--- src/vgr_map.svh ---
// Register offsets, field positions and reset values of the general VGA group.
`ifndef VGR_MAP_SVH
`define VGR_MAP_SVH
`define VGR_PORT_CRTC_IDX_MONO   16'h03b4
`define VGR_PORT_CRTC_DAT_MONO   16'h03b5
`define VGR_PORT_STAT1_MONO      16'h03ba
`define VGR_PORT_CRTC_IDX_COL    16'h03d4
`define VGR_PORT_CRTC_DAT_COL    16'h03d5
`define VGR_PORT_STAT1_COL       16'h03da
`define VGR_PORT_MISC_WR         16'h03c2
`define VGR_PORT_MISC_RD         16'h03cc
`define VGR_PORT_FEAT_RD         16'h03ca
`define VGR_PORT_PAL_MASK        16'h03c6
`define VGR_PORT_PAL_RIDX        16'h03c7
`define VGR_PORT_PAL_WIDX        16'h03c8
`define VGR_PORT_PAL_DATA        16'h03c9
`define VGR_WIN_BASE             20'h0_4000
`define VGR_WIN_LAST             20'h0_4FFF
`define VGR_MISC_COLOUR_BIT      0
`define VGR_MISC_VRAM_BIT        1
`define VGR_MISC_ODDEVEN_BIT     5
`define VGR_FEAT_VBLANK_OR_BIT   3
`define VGR_STAT0_IRQ_BIT        7
`define VGR_STAT1_ACTIVE_BIT     0
`define VGR_STAT1_VSYNC_BIT      3
`define VGR_MISC_RESET           8'h00
`define VGR_FEAT_RESET           8'h00
`define VGR_INDEX_RESET          8'h00
`define VGR_PHASE_LAST           2'h2
`define VGR_STATE_READ           8'h03
`define VGR_STATE_WRITE          8'h00
`endif

--- src/vgr_pkg.sv ---
// Types shared by the general VGA register group.
package vgr_pkg;
  typedef struct packed {
    logic [1:0] retrace_pulse_sense;
    logic       odd_even_bank_choice;
    logic       reserved4;
    logic [1:0] dot_clock_choice;
    logic       host_vram_access_gate;
    logic       port_base_colour_select;
  } vgr_misc_s;

  typedef struct packed {
    logic       wr;
    logic       rd;
    logic [1:0] addr;
    logic [7:0] data;
  } vgr_dac_req_s;

  typedef enum logic [1:0] {
    VGR_HEIGHT_400 = 2'b00,
    VGR_HEIGHT_350 = 2'b01,
    VGR_HEIGHT_480 = 2'b10
  } vgr_height_e;
endpackage

--- src/vgr_general_regs.sv ---
// General VGA registers and palette port pass-through to the palette DAC.
//
// Function
// - Misc bit 0 moves CRTC/status ports.
// - Misc bit 1 gates host display memory.
// - Misc bits 2-3 drive dot clock select.
// - Misc bit 5, inverted, replaces LSB in even/odd.
// - Misc bits 6-7 set sync polarities.
// - Same bits report height, not timing.
// - Feature bit 3 ORs active video into vsync.
// - Status 0 switch sense reads zero.
// - Status 0 bit 7 shows vertical interrupt.
// - Status 1 bit 0 shows synced blanking.
// - Status 1 bit 3 shows synced vsync.
// - Status 1 bits 4-5 muxed pixel bits.
// - Status 1 read clears attribute toggle.
// - Read index write-only, advances every third read.
// - Write index advances every third write.
// - Data port moves red, green, blue triplets.
// - State port returns 0 or 3.
// - Palette writes forwarded to external DAC.
// - Registers also in 4K memory window.
// - Window ignores colour decode, needs unit enable.
`timescale 1ns/100ps
`include "vgr_map.svh"
module vgr_general_regs
(
  input  wire logic        CLK_SYS_IN,
  input  wire logic        RST_N_IN,
  input  wire logic        IO_WR_IN,
  input  wire logic        IO_RD_IN,
  input  wire logic [15:0] IO_ADDR_IN,
  input  wire logic        MEM_WR_IN,
  input  wire logic        MEM_RD_IN,
  input  wire logic [19:0] MEM_ADDR_IN,
  input  wire logic [7:0]  WR_DATA_IN,
  input  wire logic        LEGACY_UNIT_ON_IN,
  input  wire logic        COLOUR_DECODE_GATE_IN,
  input  wire logic        VIDEO_HSYNC_IN,
  input  wire logic        VIDEO_VSYNC_IN,
  input  wire logic        HORIZ_ACTIVE_IN,
  input  wire logic        VERT_ACTIVE_IN,
  input  wire logic [7:0]  PIXEL_FIFO_IN,
  input  wire logic [1:0]  PIXEL_PROBE_SELECT_IN,
  input  wire logic        VERT_IRQ_PENDING_IN,
  input  wire logic        SEQ_INTERLEAVE_IN,
  input  wire logic        GFX_CHAIN_ODD_EVEN_IN,
  input  wire logic        FOUR_PLANE_CHAIN_IN,
  input  wire logic        HOST_VRAM_LSB_IN,
  input  wire logic [7:0]  DAC_RD_DATA_IN,
  output logic [7:0]  RD_DATA_OUT,
  output logic        RD_VALID_OUT,
  output logic        CRTC_IDX_SEL_OUT,
  output logic        CRTC_DAT_SEL_OUT,
  output logic        HOST_VRAM_ENABLE_OUT,
  output logic        VRAM_ADDR_LSB_OUT,
  output logic [1:0]  DOT_CLOCK_CHOICE_OUT,
  output logic        HSYNC_OUT,
  output logic        VSYNC_OUT,
  output logic [1:0]  SCREEN_HEIGHT_OUT,
  output logic        ATTR_TOGGLE_CLEAR_OUT,
  output logic        DAC_WR_OUT,
  output logic        DAC_RD_OUT,
  output logic [1:0]  DAC_ADDR_OUT,
  output logic [7:0]  DAC_WR_DATA_OUT
);

  vgr_pkg::vgr_misc_s    misc_output_control_r;
  logic [7:0]            feature_sync_control_r;
  logic [7:0]            palette_read_pointer_r;
  logic [7:0]            palette_write_pointer_r;
  logic [1:0]            read_phase_r;
  logic [1:0]            write_phase_r;
  logic                  previous_palette_direction_r;
  vgr_pkg::vgr_dac_req_s dac_req_r;
  logic [7:0]            rd_data_r;
  logic                  rd_valid_r;
  logic                  attr_clear_r;
  logic [11:0]           meta_r;
  logic [11:0]           sync_r;
  logic [11:0]           async_in;
  logic                  win_hit;
  logic                  io_hit;
  logic                  wr_any;
  logic                  rd_any;
  logic [15:0]           port;
  logic [15:0]           stat1_port;
  logic                  mono_ok;
  logic                  col_ok;
  logic                  stat1_hit;
  logic                  vsync_base;
  logic                  active_video_flag;
  logic [1:0]            pixel_pair;
  logic [7:0]            rd_data_nxt;
  logic                  pal_mask_hit;
  logic                  pal_ridx_hit;
  logic                  pal_widx_hit;
  logic                  pal_data_hit;
  logic                  pal_port_hit;
  logic                  misc_wr_hit;
  logic                  feat_wr_hit;
  logic                  interleave_mode;
  logic                  hs_invert;
  logic                  vs_invert;
  logic [7:0]            stat0_word;
  logic [7:0]            stat1_word;

  // Video-domain levels pass two flip-flops before any logic reads them.
  assign async_in = {PIXEL_FIFO_IN, VERT_ACTIVE_IN, HORIZ_ACTIVE_IN,
                     VIDEO_VSYNC_IN, VIDEO_HSYNC_IN};

  genvar gi;
  generate
    for (gi = 0; gi < 12; gi = gi + 1)
    begin : g_sync
      always_ff @(posedge CLK_SYS_IN)
      begin
        if (!RST_N_IN)
        begin
          meta_r[gi] <= 1'b0;
          sync_r[gi] <= 1'b0;
        end
        else
        begin
          meta_r[gi] <= async_in[gi];
          sync_r[gi] <= meta_r[gi];
        end
      end
    end
  endgenerate

  // The memory window passes both port variants, I/O honours the gate.
  assign win_hit = LEGACY_UNIT_ON_IN && (MEM_WR_IN || MEM_RD_IN) &&
                   MEM_ADDR_IN >= `VGR_WIN_BASE &&
                   MEM_ADDR_IN <= `VGR_WIN_LAST;
  assign io_hit  = IO_WR_IN || IO_RD_IN;
  assign wr_any  = IO_WR_IN || (win_hit && MEM_WR_IN);
  assign rd_any  = IO_RD_IN || (win_hit && MEM_RD_IN);
  assign port    = io_hit ? IO_ADDR_IN : {4'h0, 12'h3ff & MEM_ADDR_IN[11:0]};

  // Window accesses see both bases; I/O follows the colour select bit.
  assign mono_ok = win_hit ||
                   !misc_output_control_r.port_base_colour_select;
  assign col_ok  = win_hit ||
                   (misc_output_control_r.port_base_colour_select &&
                    COLOUR_DECODE_GATE_IN);
  assign stat1_port = misc_output_control_r.port_base_colour_select ?
                      `VGR_PORT_STAT1_COL : `VGR_PORT_STAT1_MONO;
  assign stat1_hit = win_hit ?
                     (port == `VGR_PORT_STAT1_MONO ||
                      port == `VGR_PORT_STAT1_COL) :
                     (port == stat1_port &&
                      (mono_ok || col_ok));

  assign CRTC_IDX_SEL_OUT =
    (io_hit || win_hit) &&
    ((port == `VGR_PORT_CRTC_IDX_MONO && mono_ok) ||
     (port == `VGR_PORT_CRTC_IDX_COL && col_ok));
  assign CRTC_DAT_SEL_OUT =
    (io_hit || win_hit) &&
    ((port == `VGR_PORT_CRTC_DAT_MONO && mono_ok) ||
     (port == `VGR_PORT_CRTC_DAT_COL && col_ok));

  // Palette ports live in the external DAC; their strobes are decoded here, and the state and write index are read back locally.
  assign pal_mask_hit = port == `VGR_PORT_PAL_MASK;
  assign pal_ridx_hit = port == `VGR_PORT_PAL_RIDX;
  assign pal_widx_hit = port == `VGR_PORT_PAL_WIDX;
  assign pal_data_hit = port == `VGR_PORT_PAL_DATA;
  assign pal_port_hit = pal_mask_hit || pal_ridx_hit ||
                        pal_widx_hit || pal_data_hit;

  // Feature control is written at the status 1 port of the current base.
  assign misc_wr_hit = wr_any && port == `VGR_PORT_MISC_WR;
  assign feat_wr_hit = wr_any && stat1_hit;

  always_ff @(posedge CLK_SYS_IN)
  begin
    if (!RST_N_IN)
      misc_output_control_r <= `VGR_MISC_RESET;
    else if (misc_wr_hit)
      misc_output_control_r <= WR_DATA_IN;
  end

  always_ff @(posedge CLK_SYS_IN)
  begin
    if (!RST_N_IN)
      feature_sync_control_r <= `VGR_FEAT_RESET;
    else if (feat_wr_hit)
      feature_sync_control_r <= WR_DATA_IN;
  end

  assign HOST_VRAM_ENABLE_OUT =
    misc_output_control_r.host_vram_access_gate;
  assign DOT_CLOCK_CHOICE_OUT =
    misc_output_control_r.dot_clock_choice;

  // Even/odd addressing puts the inverted page bit in place of the address LSB.
  assign interleave_mode = SEQ_INTERLEAVE_IN && !GFX_CHAIN_ODD_EVEN_IN &&
                           !FOUR_PLANE_CHAIN_IN;
  assign VRAM_ADDR_LSB_OUT = interleave_mode ?
                             !misc_output_control_r.odd_even_bank_choice :
                             HOST_VRAM_LSB_IN;

  // Code 1 inverts horizontal sync, code 2 vertical, code 3 both.
  always_comb
  begin
    case (misc_output_control_r.retrace_pulse_sense)
      2'd0:    {vs_invert, hs_invert} = 2'b00;
      2'd1:    {vs_invert, hs_invert} = 2'b01;
      2'd2:    {vs_invert, hs_invert} = 2'b10;
      default: {vs_invert, hs_invert} = 2'b11;
    endcase
  end

  assign active_video_flag = sync_r[2] & sync_r[3];
  assign vsync_base = feature_sync_control_r[`VGR_FEAT_VBLANK_OR_BIT] ?
                      (sync_r[1] | active_video_flag) : sync_r[1];
  assign HSYNC_OUT = sync_r[0] ^ hs_invert;
  assign VSYNC_OUT = vsync_base ^ vs_invert;

  // Height report only; nothing here feeds video timing.
  always_comb
  begin
    case (misc_output_control_r.retrace_pulse_sense)
      2'b10:   SCREEN_HEIGHT_OUT = vgr_pkg::VGR_HEIGHT_350;
      2'b11:   SCREEN_HEIGHT_OUT = vgr_pkg::VGR_HEIGHT_480;
      default: SCREEN_HEIGHT_OUT = vgr_pkg::VGR_HEIGHT_400;
    endcase
  end

  always_comb
  begin
    case (PIXEL_PROBE_SELECT_IN)
      2'd0:    pixel_pair = {sync_r[6], sync_r[4]};
      2'd1:    pixel_pair = {sync_r[9], sync_r[8]};
      2'd2:    pixel_pair = {sync_r[7], sync_r[6]};
      default: pixel_pair = {sync_r[11], sync_r[10]};
    endcase
  end

  // No switches are fitted, so the sense bit is tied low.
  assign stat0_word = {VERT_IRQ_PENDING_IN, 2'b00, 1'b0,
                       4'h0};
  // Bit 0 reads 1 during blanking, the inverse of active video.
  assign stat1_word = {2'b00, pixel_pair, sync_r[1], 2'b00,
                       ~active_video_flag};

  always_comb
  begin
    rd_data_nxt = 8'h00;
    if (port == `VGR_PORT_MISC_RD)
      rd_data_nxt = misc_output_control_r;
    else if (port == `VGR_PORT_FEAT_RD)
      rd_data_nxt = feature_sync_control_r;
    else if (port == `VGR_PORT_MISC_WR)
      rd_data_nxt = stat0_word;
    else if (stat1_hit)
      rd_data_nxt = stat1_word;
    else if (port == `VGR_PORT_PAL_RIDX)
      rd_data_nxt = previous_palette_direction_r ?
                    `VGR_STATE_READ : `VGR_STATE_WRITE;
    else if (port == `VGR_PORT_PAL_WIDX)
      rd_data_nxt = palette_write_pointer_r;
    else if (port == `VGR_PORT_PAL_DATA || port == `VGR_PORT_PAL_MASK)
      rd_data_nxt = DAC_RD_DATA_IN;
  end

  always_ff @(posedge CLK_SYS_IN)
  begin
    if (!RST_N_IN)
      rd_valid_r <= 1'b0;
    else
      rd_valid_r <= rd_any;
  end

  // Read data holds until the next read, so a slow host can still take it.
  always_ff @(posedge CLK_SYS_IN)
  begin
    if (!RST_N_IN)
      rd_data_r <= 8'h00;
    else if (rd_any)
      rd_data_r <= rd_data_nxt;
  end

  always_ff @(posedge CLK_SYS_IN)
  begin
    if (!RST_N_IN)
      attr_clear_r <= 1'b0;
    else
      attr_clear_r <= rd_any && stat1_hit;
  end

  // Palette pointers and triplet phases.
  always_ff @(posedge CLK_SYS_IN)
  begin
    if (!RST_N_IN)
    begin
      palette_read_pointer_r <= `VGR_INDEX_RESET;
      read_phase_r           <= 2'b00;
    end
    else if (wr_any && port == `VGR_PORT_PAL_RIDX)
    begin
      palette_read_pointer_r <= WR_DATA_IN;
      read_phase_r           <= 2'b00;
    end
    else if (rd_any && port == `VGR_PORT_PAL_DATA)
    begin
      if (read_phase_r == `VGR_PHASE_LAST)
      begin
        read_phase_r           <= 2'b00;
        palette_read_pointer_r <= palette_read_pointer_r + 8'h01;
      end
      else
        read_phase_r <= read_phase_r + 2'b01;
    end
  end

  always_ff @(posedge CLK_SYS_IN)
  begin
    if (!RST_N_IN)
    begin
      palette_write_pointer_r <= `VGR_INDEX_RESET;
      write_phase_r           <= 2'b00;
    end
    else if (wr_any && port == `VGR_PORT_PAL_WIDX)
    begin
      palette_write_pointer_r <= WR_DATA_IN;
      write_phase_r           <= 2'b00;
    end
    else if (wr_any && port == `VGR_PORT_PAL_DATA)
    begin
      if (write_phase_r == `VGR_PHASE_LAST)
      begin
        write_phase_r           <= 2'b00;
        palette_write_pointer_r <= palette_write_pointer_r + 8'h01;
      end
      else
        write_phase_r <= write_phase_r + 2'b01;
    end
  end

  always_ff @(posedge CLK_SYS_IN)
  begin
    if (!RST_N_IN)
      previous_palette_direction_r <= 1'b0;
    else if (rd_any && port == `VGR_PORT_PAL_DATA)
      previous_palette_direction_r <= 1'b1;
    else if (wr_any && port == `VGR_PORT_PAL_DATA)
      previous_palette_direction_r <= 1'b0;
  end

  // Palette writes and data-port reads become one-cycle strobes on the DAC port.
  always_ff @(posedge CLK_SYS_IN)
  begin
    if (!RST_N_IN)
      dac_req_r <= '0;
    else
    begin
      // Index, mask and data writes all go out; both index pointers are also tracked here.
      dac_req_r.wr   <= wr_any && pal_port_hit;
      dac_req_r.rd   <= rd_any && pal_data_hit;
      dac_req_r.addr <= port[1:0] + 2'b10;
      dac_req_r.data <= WR_DATA_IN;
    end
  end

  assign RD_DATA_OUT           = rd_data_r;
  assign RD_VALID_OUT          = rd_valid_r;
  assign ATTR_TOGGLE_CLEAR_OUT = attr_clear_r;
  assign DAC_WR_OUT            = dac_req_r.wr;
  assign DAC_RD_OUT            = dac_req_r.rd;
  assign DAC_ADDR_OUT          = dac_req_r.addr;
  assign DAC_WR_DATA_OUT       = dac_req_r.data;

endmodule

--- config.mk ---
export PLATFORM = sky130hd
export DESIGN_NAME = vgr_general_regs
export DESIGN_NICKNAME = d
export VERILOG_FILES = /design/src/vgr_pkg.sv /design/src/vgr_general_regs.sv
export VERILOG_INCLUDE_DIRS = /design/src /design/src/src
export SDC_FILE = /design/constraint.sdc
export NUM_CORES = 1
export LEC_CHECK = 0
export BUFFER_PORTS_ARGS = -buffer_cell sky130_fd_sc_hd__buf_2
export CAP_MARGIN = 0
export CORE_ASPECT_RATIO = 2
export CORE_MARGIN = 3
export CORE_UTILIZATION = 50
export DETAILED_ROUTE_END_ITERATION = 8
export PLACE_DENSITY_LB_ADDON = 0.1
export RECOVER_POWER = 25
export SETUP_SLACK_MARGIN = 0.4
export SLEW_MARGIN = 20
export SYNTH_ARGS = -nofsm -noshare
export SYNTH_HDL_FRONTEND = slang
export SYNTH_SLANG_ARGS = --single-unit
--- constraint.sdc ---
create_clock -name CLK_SYS_IN -period 5.65 [get_ports CLK_SYS_IN]
set_clock_uncertainty 0.2 [all_clocks]
set_input_delay 0.2825 -clock CLK_SYS_IN [delete_from_list [all_inputs] [get_ports CLK_SYS_IN]]
set_output_delay 0.2825 -clock CLK_SYS_IN [all_outputs]
set_load 0.02 [all_outputs]
## Yosys cells after proc, flatten, opt, wreduce, memory -nomap -nowiden

Index checks and enable logic that the tools add are counted.

| word-level totals | value |
|---|---|
| register bits | 71 |
| latch bits | 0 |
| RAM bits | 0 |
| bits in read-only memories | 0 |
| input port bits | 79 |
| output and inout port bits | 32 |
| logic and storage cells | 143 |
| memories | 0 |

| operators by class | value |
|---|---|
| add/subtract/negate cells | 3 |
| $mul | 0 |
| div/mod/pow operators | 0 |
| magnitude comparators | 2 |
| equal/unequal tests | 20 |
| shifts and indexed selects | 0 |
| mux-type cells | 23 |
| bitwise operators | 6 |
| reduce and logical (&&, ||, !) cells | 50 |

Operators with widths:

| cell | count |
|---|---|
| 16-bit by 10-bit equality test with 1-bit output (second input constant) | 13 |
| 8-bit two-way mux | 10 |
| 1-bit logical AND | 22 |
| 20-bit by 15-bit greater-or-equal comparator with 1-bit output (second input constant) | 1 |
| 20-bit by 15-bit less-or-equal comparator with 1-bit output (second input constant) | 1 |
| 16-bit by 10-bit equality test with 1-bit output | 1 |
| 16-bit two-way mux | 1 |
| 1-bit logical OR | 15 |
| 8-bit by 1-bit adder with 8-bit output (second input constant) | 1 |
| 2-bit equality test (second input constant) | 4 |
| 1-bit two-way mux | 7 |
| 7-bit two-way mux | 1 |
| 2-bit one-hot mux with 3 select lines | 1 |
| 2-bit nonzero test | 3 |
| 2-bit OR reduction | 3 |
| 2-bit by 1-bit equality test with 1-bit output (second input constant) | 2 |
| 1-bit logical NOT | 4 |
| 2-bit logical NOT | 2 |
| 2-bit two-way mux | 2 |
| 2-bit one-hot mux with 2 select lines | 1 |
| 2-bit by 1-bit adder with 2-bit output (second input constant) | 1 |
| 2-bit adder (second input constant) | 1 |
| 1-bit NOT | 2 |
| 2-bit AND reduction | 1 |
| 3 further kinds | 4 |

## Logic depth before layout (Yosys ltp)

Gate-level depths: netlist (run 1).

| logic depth | value |
|---|---|
| word-level depth | 12 |
| depth in mapped cells | 8 |
| depth with buffers taken out | 6 |

## Worst setup path after synthesis (run 1)

OpenSTA, ideal clock, no wires.

| timing path | value |
|---|---|
| kind | input -> output |
| start point | input IO_RD_IN |
| end point | output CRTC_DAT_SEL_OUT |
| arrival | 2,283 ps |
| required time | 5,168 ps |
| setup slack | 2,884 ps |
| stages on the path | 7 |
| buffers on the path | 1 |
| cells stage by stage | or2_1 buf_6 o21a_1 o32ai_1 o21bai_2 nand2_1 a2111oi_1 |

| between the ends | value |
|---|---|
| word-level cells in the longest chain between the ends | 6 |
| elaborated cells on any way between the ends | 9 |
| classes of those cells | eq/ne: 2; mux: 1; reduce/logical: 6 |

RTL lines:

| item | RTL line | RTL |
|---|---|---|
| start: declaration | vgr_general_regs.sv:31 | `input wire logic IO_RD_IN,` |
| 1-bit logical OR (*) | vgr_general_regs.sv:136 | `assign io_hit = IO_WR_IN \|\| IO_RD_IN;` |
| 16-bit two-way mux | vgr_general_regs.sv:139 | `assign port = io_hit ? IO_ADDR_IN : {4'h0, 12'h3ff & MEM_ADDR_IN[11:0]};` |
| 16-bit by 10-bit equality test with 1-bit output (no source line) | n/a |  |
| 1-bit logical AND, on equally long branches | vgr_general_regs.sv:161, vgr_general_regs.sv:162 |  |
| 1-bit logical OR | vgr_general_regs.sv:161 | `` ((port == `VGR_PORT_CRTC_DAT_MONO && mono_ok) \|\| `` |
| 1-bit logical AND (*) | vgr_general_regs.sv:160 | `(io_hit \|\| win_hit) &&` |
| end: declaration | vgr_general_regs.sv:54 | `output logic CRTC_DAT_SEL_OUT,` |

Every way passes the cells marked *; elsewhere a longest branch is shown, timed or not.

## Worst setup path after layout (run 1)

| timing path | value |
|---|---|
| start point | input IO_WR_IN |
| end point | output CRTC_IDX_SEL_OUT |

| between the ends | value |
|---|---|
| word-level cells in the longest chain between the ends | 6 |
| elaborated cells on any way between the ends | 9 |
| classes of those cells | eq/ne: 2; mux: 1; reduce/logical: 6 |

RTL lines:

| item | RTL line | RTL |
|---|---|---|
| start: declaration | vgr_general_regs.sv:30 | `input wire logic IO_WR_IN,` |
| 1-bit logical OR (*) | vgr_general_regs.sv:136 |  |
| 16-bit two-way mux | vgr_general_regs.sv:139 |  |
| 16-bit by 10-bit equality test with 1-bit output (no source line) | n/a |  |
| 1-bit logical AND, on equally long branches | vgr_general_regs.sv:157, vgr_general_regs.sv:158 |  |
| 1-bit logical OR | vgr_general_regs.sv:157 | `` ((port == `VGR_PORT_CRTC_IDX_MONO && mono_ok) \|\| `` |
| 1-bit logical AND (*) | vgr_general_regs.sv:156 | `(io_hit \|\| win_hit) &&` |
| end: declaration | vgr_general_regs.sv:53 | `output logic CRTC_IDX_SEL_OUT,` |

Marked as above.

==> impl_metrics.py, run 1 <==
metrics = {
    "power_and_ir_drop": {
        "powerDensity_nw_per_um2": 286,
        "power.share.switching": 0.233,
        "p_leak_nw": 1.88,
        "ir_worst_vdd_uv": 275,
        "p_sw_uw": 294,
        "power.internal_uw": 968,
        "combPwrFrac": 0.101,
        "p_total_mw": 1.26,
        "clockPowerShare": 0.490,
        "p_seq_frac": 0.409,
    },
    "critical_path": {
        "path_cells": "buf_2 -> or2_1 -> mux2_2 -> o21a_1 -> o21bai_2 -> nand2_1 -> a2111oi_1 -> buf_2",
        "reg2reg_from": "misc_output_control_r[0]",
        "reg2reg_slack_ns": 3.69,
        "cp_max_fo": 14,
        "cp-end-kind": "output port",
        "cp_slowest_cell": "or2_1",
        "crit_path_max_incr_delay_ns": 0.53,
        "path_common_cell": "buf_2",
        "critPathLaunchType": "primary input",
        "critPathBufInv": 2,
        "crit_start": "IO_WR_IN",
        "worst-path-stages": 8,
        "cp_data_required_time_ns": 5.17,
        "critPathCapture": "CRTC_IDX_SEL_OUT",
        "path_class": "primary input to output port",
        "r2r_cells": 5,
        "critical-path-top-delay-family": "compound AO/OA/AOI/OAI gates",
        "reg2reg_to": "feature_sync_control_r[1]",
        "worst_ep_arrival_time_ns": 2.58,
    },
    "timing": {
        "worst_pin_slew_ns": 0.829,
        "period_share": 0.541,
        "maxSlewViolCount": 0,
        "setup_viol": 0,
        "period_minus_slack_ns": 3.06,
        "finalSetupTns_ns": 0,
        "max_freq_mhz": 327,
        "slew_headroom": 0.445,
        "finalHoldViolCount": 0,
        "rsz0062_at_grt": "false",
    },
    "final_layout": {
        "layout_common_cells": "107 x buf_2, 71 x dfxtp_1, 53 x nand2_1, 19 x and2_1, 17 x a21oi_1",
        "antennaDiodeCount": 0,
        "drive_above_1_share": 0.305,
        "final_common_cell": "buf_2",
        "area_delta_synth_final_pct": 28.4,
        "layout.nets": 563,
    },
    "clock_network": {
        "root_buffer": "clkbuf_16",
        "clk_pin_slew_worst_paths_ns": 0.05,
        "cts_buffers": 9,
        "cts_tree": "done",
        "clkLatencyLatePin_ns": 0.33,
        "h-tree-depth": 3,
        "cts_max_path_buffers": 2,
        "cts_setup_buffers": 0,
        "cts.sinks": 71,
    },
    "place": {
        "gp_congestion": 0.887,
        "port_buffers": 107,
        "dp_hpwl_mm": 7.27,
    },
    "floorplanning": {
        "die-area_um2": 7960,
        "die_w_um": 64.6,
        "start_util": 0.519,
        "core_um2": 6620,
        "ioPinCount": 111,
        "rows": 42,
        "dieHeight_um": 123,
    },
    "logic_synthesis": {
        "syn-num-nets": 454,
        "yosysWarnings": 0,
        "syn_area_um2": 3430,
        "ys_seq_area_frac": 0.414,
        "async_flop_share": 0,
        "synth_ff_type": "dfxtp_1",
        "synth.distinct_cells": 73,
        "synth_seq_cells": 71,
        "avgSynthCellArea_um2": 9.18,
        "syn_inst": 374,
        "synth-edff-count": 0,
    },
    "grt": {
        "grt_pass1_wl_mm": 15.3,
        "grtUsageMet3": 0.0545,
        "grt_pass1_vias": 3222,
        "antenna_found_initial": 0,
        "grt_max_degree": 50,
        "met1_usage": 0.260,
        "grtUsageTotal": 0.256,
        "globalRoute.totalOverflow": 0,
        "grt_use_met2": 0.472,
        "busiest_layer": "met2",
    },
    "worst_hold_path": {
        "hold_class": "primary input to flip-flop",
    },
    "routing": {
        "ant_nets": 0,
        "dr.pass1.iters": 5,
        "wirelength_mm": 9.79,
        "drtIter0Drc": 152,
        "viasPerCell": 5.63,
        "vias": 3242,
        "routedWlPerCell_um": 17.0,
        "drc_errors": 0,
    },
    "outcome": {
        "outcome": "finished clean",
    },
    "run": {
        "maxCapViolations": 0,
    },
}
## cell usage after synthesis, types with 3 or more instances
cell	count	area share
a32oi_1	4	0.010
o32ai_1	5	0.013
nor2b_1	3	0.0055
a222oi_1	3	0.0087
nor4bb_1	3	0.0087
buf_4	5	0.011
mux2i_1	12	0.035
clkbuf_1	8	0.0087
a31oi_4	3	0.019
o21a_1	4	0.0087
nor4b_1	3	0.0077
a21oi_1	17	0.025
o211ai_1	4	0.0087
nand3_1	4	0.0058
o211a_1	3	0.0087
buf_2	5	0.0073
buf_6	3	0.0098
nand4b_1	3	0.0077
and3_1	6	0.011
a22oi_1	4	0.0087
a31oi_1	5	0.0091
nand2_1	53	0.058
a221o_1	5	0.015
and2_1	26	0.047
o31ai_1	3	0.0066
dfxtp_1	71	0.41
nor2_1	16	0.017
a21o_1	3	0.0066
inv_1	15	0.016
o21ai_0	16	0.023
o21ai_1	5	0.0073
## cells by family after synthesis
logic type                 share of synthesized area
AOI/OAI and AO/OA                              0.235
xor gates and xnor gates                     0.00510
and+or+nand+nor                                0.228
buffers and inverters                         0.0554
DFF                                            0.414
adders and majority gates                    0.00364
muxes                                         0.0590
## area by class of cell
class                           count  area [um2]
Clock inverter                      6        92.6
Tap cell                           88         110
Sequential cell                    71        1420
Multi-Input combinational cell    265        1820
Inverter                           16        60.1
Clock buffer                       10         239
Fill cell                         591        2210
Timing Repair Buffer              120         663
## power by group through the flow
stage	sequential, mW	clock, mW	combinational [mW]
floorplan	0.531	0	0.0637
global placement	0.526	0	0.118
detailed placement	0.526	0	0.120
CTS	0.516	0.625	0.127
global route	0.516	0.652	0.138
finish	0.516	0.618	0.127
## how the worst min path moves through the flow
| stage | from | endpoint | cells past startpoint |
|---|---|---|---|
| 2_1_floorplan | WR_DATA_IN[0] | DAC_WR_DATA_OUT[0] | 2 |
| 3_3_place_gp | meta_r[8] | sync_r[8] | 1 |
| 3_5_place_dp | meta_r[7] | sync_r[7] | 1 |
| 4_1_cts | WR_DATA_IN[6] | DAC_WR_DATA_OUT[6] | 3 |
| 5_1_grt | WR_DATA_IN[6] | DAC_WR_DATA_OUT[6] | 3 |
| 6_report | WR_DATA_IN[6] | DAC_WR_DATA_OUT[6] | 3 |
## stage by stage
| stage | hold WS (ns) | instance area (um2) | setup WS (ns) | instances | util |
|---|---|---|---|---|---|
| finish | 0.00474 | 4410 | 2.59 | 576 | 0.666 |
| global route | 0.00463 | 4410 | 2.38 | 576 | 0.666 |
| CTS | 0.00270 | 4410 | 2.57 | 576 | 0.666 |
| detailed placement | 0.223 | 3960 | 2.34 | 548 | 0.598 |
| global placement | 0.213 | 3960 | 2.39 | 548 | 0.598 |
| floorplan | 0.194 | 3430 | 2.88 | 374 | - |
## tightest hold or removal path, stage by stage
cell and delay, ns:
buf_2 0.11, nand2_1 0.06, inv_1 0.05
## sequential cells by signal, summed over array words and instances (netlist names), 2 cells and up
| register | count |
|---|---|
| palette_write_pointer_r | 8 |
| DAC_WR_DATA_OUT | 8 |
| feature_sync_control_r | 8 |
| DOT_CLOCK_CHOICE_OUT | 2 |
| DAC_ADDR_OUT | 2 |
| meta_r | 11 |
| write_phase_r | 2 |
| misc_output_control_r | 5 |
| sync_r | 10 |
| RD_DATA_OUT | 8 |
## layer usage
layer / vias up / part of all wire
li1: 1593 / -
met1: 1500 / 0.38
met2: 117 / 0.53
met3: 32 / 0.051
met4: 0 / 0.043
met5: - / 0
## repair_timing
action / 4_1_cts / 5_1_grt
hold endpoints to repair: 12 / 0
resized for setup: 0 / 0
hold buffers: 12 / 0
Note: power is estimated with default switching activity, not from simulation.
==> run 2: changes to the inputs <==
clock period = 2.95 ns   (was 5.65 ns; I/O delays follow)
==> impl_metrics.py, run 2 (same netlist as run 1, synthesis figures left out) <==
metrics = {
    "run": {
        "maxCapViolations": 1,
    },
    "routing": {
        "viasPerCell": 5.61,
        "drtIter0Drc": 153,
        "ant_nets": 0,
        "drc_errors": 0,
        "routedWlPerCell_um": 16.7,
        "dr.pass1.iters": 7,
        "vias": 3355,
        "wirelength_mm": 9.99,
    },
    "worst_hold_path": {
        "hold_depth": 4,
        "worstHoldStart": "DAC_RD_DATA_IN[6]",
        "hold_end": "RD_DATA_OUT[6]",
        "hold_class": "primary input to flip-flop",
    },
    "final_layout": {
        "area_delta_synth_final_pct": 33.6,
        "layout.nets": 586,
        "largestRegisters": "meta_r: 11 flops, sync_r: 10 flops",
        "largest_reg_flops": 11,
        "final_common_cell": "buf_2",
        "final_cell_area_um2": 4590,
        "top_register": "meta_r",
        "instances_no_fill": 598,
        "drive_above_1_share": 0.314,
        "final_core_util": 0.693,
        "layout_common_cells": "106 x buf_2, 71 x dfxtp_1, 53 x nand2_1, 23 x dlygate4sd3_1, 17 x a21oi_1",
        "antennaDiodeCount": 0,
    },
    "place": {
        "place_inst": 559,
        "place_area_um2": 4040,
        "dp_hpwl_mm": 7.46,
        "port_buffers": 107,
        "gp_congestion": 0.928,
    },
    "critical_path": {
        "critPathLaunchType": "primary input",
        "crit_start": "MEM_ADDR_IN[15]",
        "path_class": "primary input to output port",
        "reg2reg_slack_ns": 1.08,
        "reg2reg_to": "feature_sync_control_r[1]",
        "cp_data_required_time_ns": 2.60,
        "cp-end-kind": "output port",
        "r2r_cells": 7,
        "worst_ep_arrival_time_ns": 2.09,
        "reg2reg_from": "misc_output_control_r[0]",
        "cp_max_fo": 3,
    },
    "timing": {
        "max_freq_mhz": 410,
        "rsz0062_at_grt": "false",
        "finalSetupTns_ns": 0,
        "finalHoldViolCount": 0,
        "worst_pin_slew_ns": 1.87,
        "period_minus_slack_ns": 2.44,
        "period_share": 0.826,
        "slew_headroom": -0.248,
        "maxSlewViolCount": 49,
        "setup_viol": 0,
    },
    "power_and_ir_drop": {
        "powerDensity_nw_per_um2": 513,
        "p_leak_nw": 1.97,
        "ir_worst_vdd_uv": 540,
    },
    "grt": {
        "grtUsageMet3": 0.0518,
        "grt_use_met2": 0.468,
        "grt_pass1_vias": 3179,
        "met1_usage": 0.259,
        "antenna_found_initial": 0,
        "grtUsageTotal": 0.255,
        "grt_pass1_wl_mm": 15.3,
        "grt_max_degree": 49,
        "globalRoute.totalOverflow": 0,
        "busiest_layer": "met2",
    },
    "floorplanning": {
        "die_w_um": 64.6,
        "start_util": 0.519,
        "dieHeight_um": 123,
        "core_um2": 6620,
        "rows": 42,
        "ioPinCount": 111,
        "die-area_um2": 7960,
    },
    "clock_network": {
        "cts_max_path_buffers": 2,
        "h-tree-depth": 3,
        "cts.sinks": 71,
        "clk_pin_slew_worst_paths_ns": 0.05,
        "cts_buffers": 9,
        "root_buffer": "clkbuf_16",
        "clkLatencyLatePin_ns": 0.33,
        "cts_tree": "done",
    },
    "outcome": {
        "outcome": "finished, violations left",
        "violations": "max-capacitance violations, max-slew violations",
    },
}
[run 2: changes by cell type in the layout (fill, tap and decap cells not counted), moves of 2 or more]
cell and delta:
buf_4 +11, and2_1 -5, clkbuf_1 +2, and2_0 +5, dlygate4sd3_1 +11
[run 2: layer usage]
metal	vias to the layer above	routed length, um
met1	1547	3580
met2	151	5300
li1	1632	-
met5	-	0
met3	25	642
met4	0	468
[run 2: through the flow]
stage	hold slack, ns	setup WS [ns]	total power, mW
global placement	0.153	0.314	1.24
finish	0.00989	0.513	2.35
detailed placement	0.159	0.236	1.25
floorplan	0.0586	0.454	1.14
CTS	0.00894	0.444	2.36
global route	0.0343	0.346	2.42
[run 2: final cells by class]
class,count,area (um2)
Fill cell,577,2030
Multi-Input combinational cell,265,1830
Sequential cell,71,1420
Timing Repair Buffer,143,858
Clock buffer,11,253
Tap cell,88,110
Inverter,16,60.1
Clock inverter,4,53.8
[run 2: where the power goes]
group / total [mW] / internal [mW] / switching (mW)
sequential: 0.987 / 0.982 / 0.00571
combinational: 0.268 / 0.123 / 0.144
clock: 1.10 / 0.698 / 0.398
[run 2: critical path: stages]
cell,delay [ns]
buf_2,0.10
nor4b_1,0.50
and2_1,0.20
o211ai_1,0.18
o21bai_2,0.21
nand2_1,0.13
a2111oi_1,0.38
buf_2,0.23
[run 2: repair_timing]
action | in CTS | in global routing
pin swaps | 0 | 1
buffers inserted | 0 | 1
resized for setup | 2 | 1
setup endpoints to repair | 2 | 2
endpoints found under the hold margin | 37 | 0
hold buffers | 23 | 0
[run 2: worst max-delay path by stage]
stage                                 to  slack (ns)  cells after the start
6_report                CRTC_DAT_SEL_OUT        0.51                      8
5_1_grt                 CRTC_DAT_SEL_OUT        0.35                      8
4_1_cts                 CRTC_IDX_SEL_OUT        0.44                      8
3_5_place_dp   feature_sync_control_r[1]        0.24                      7
3_3_place_gp   feature_sync_control_r[1]        0.31                      7
2_1_floorplan           CRTC_DAT_SEL_OUT        0.45                      7
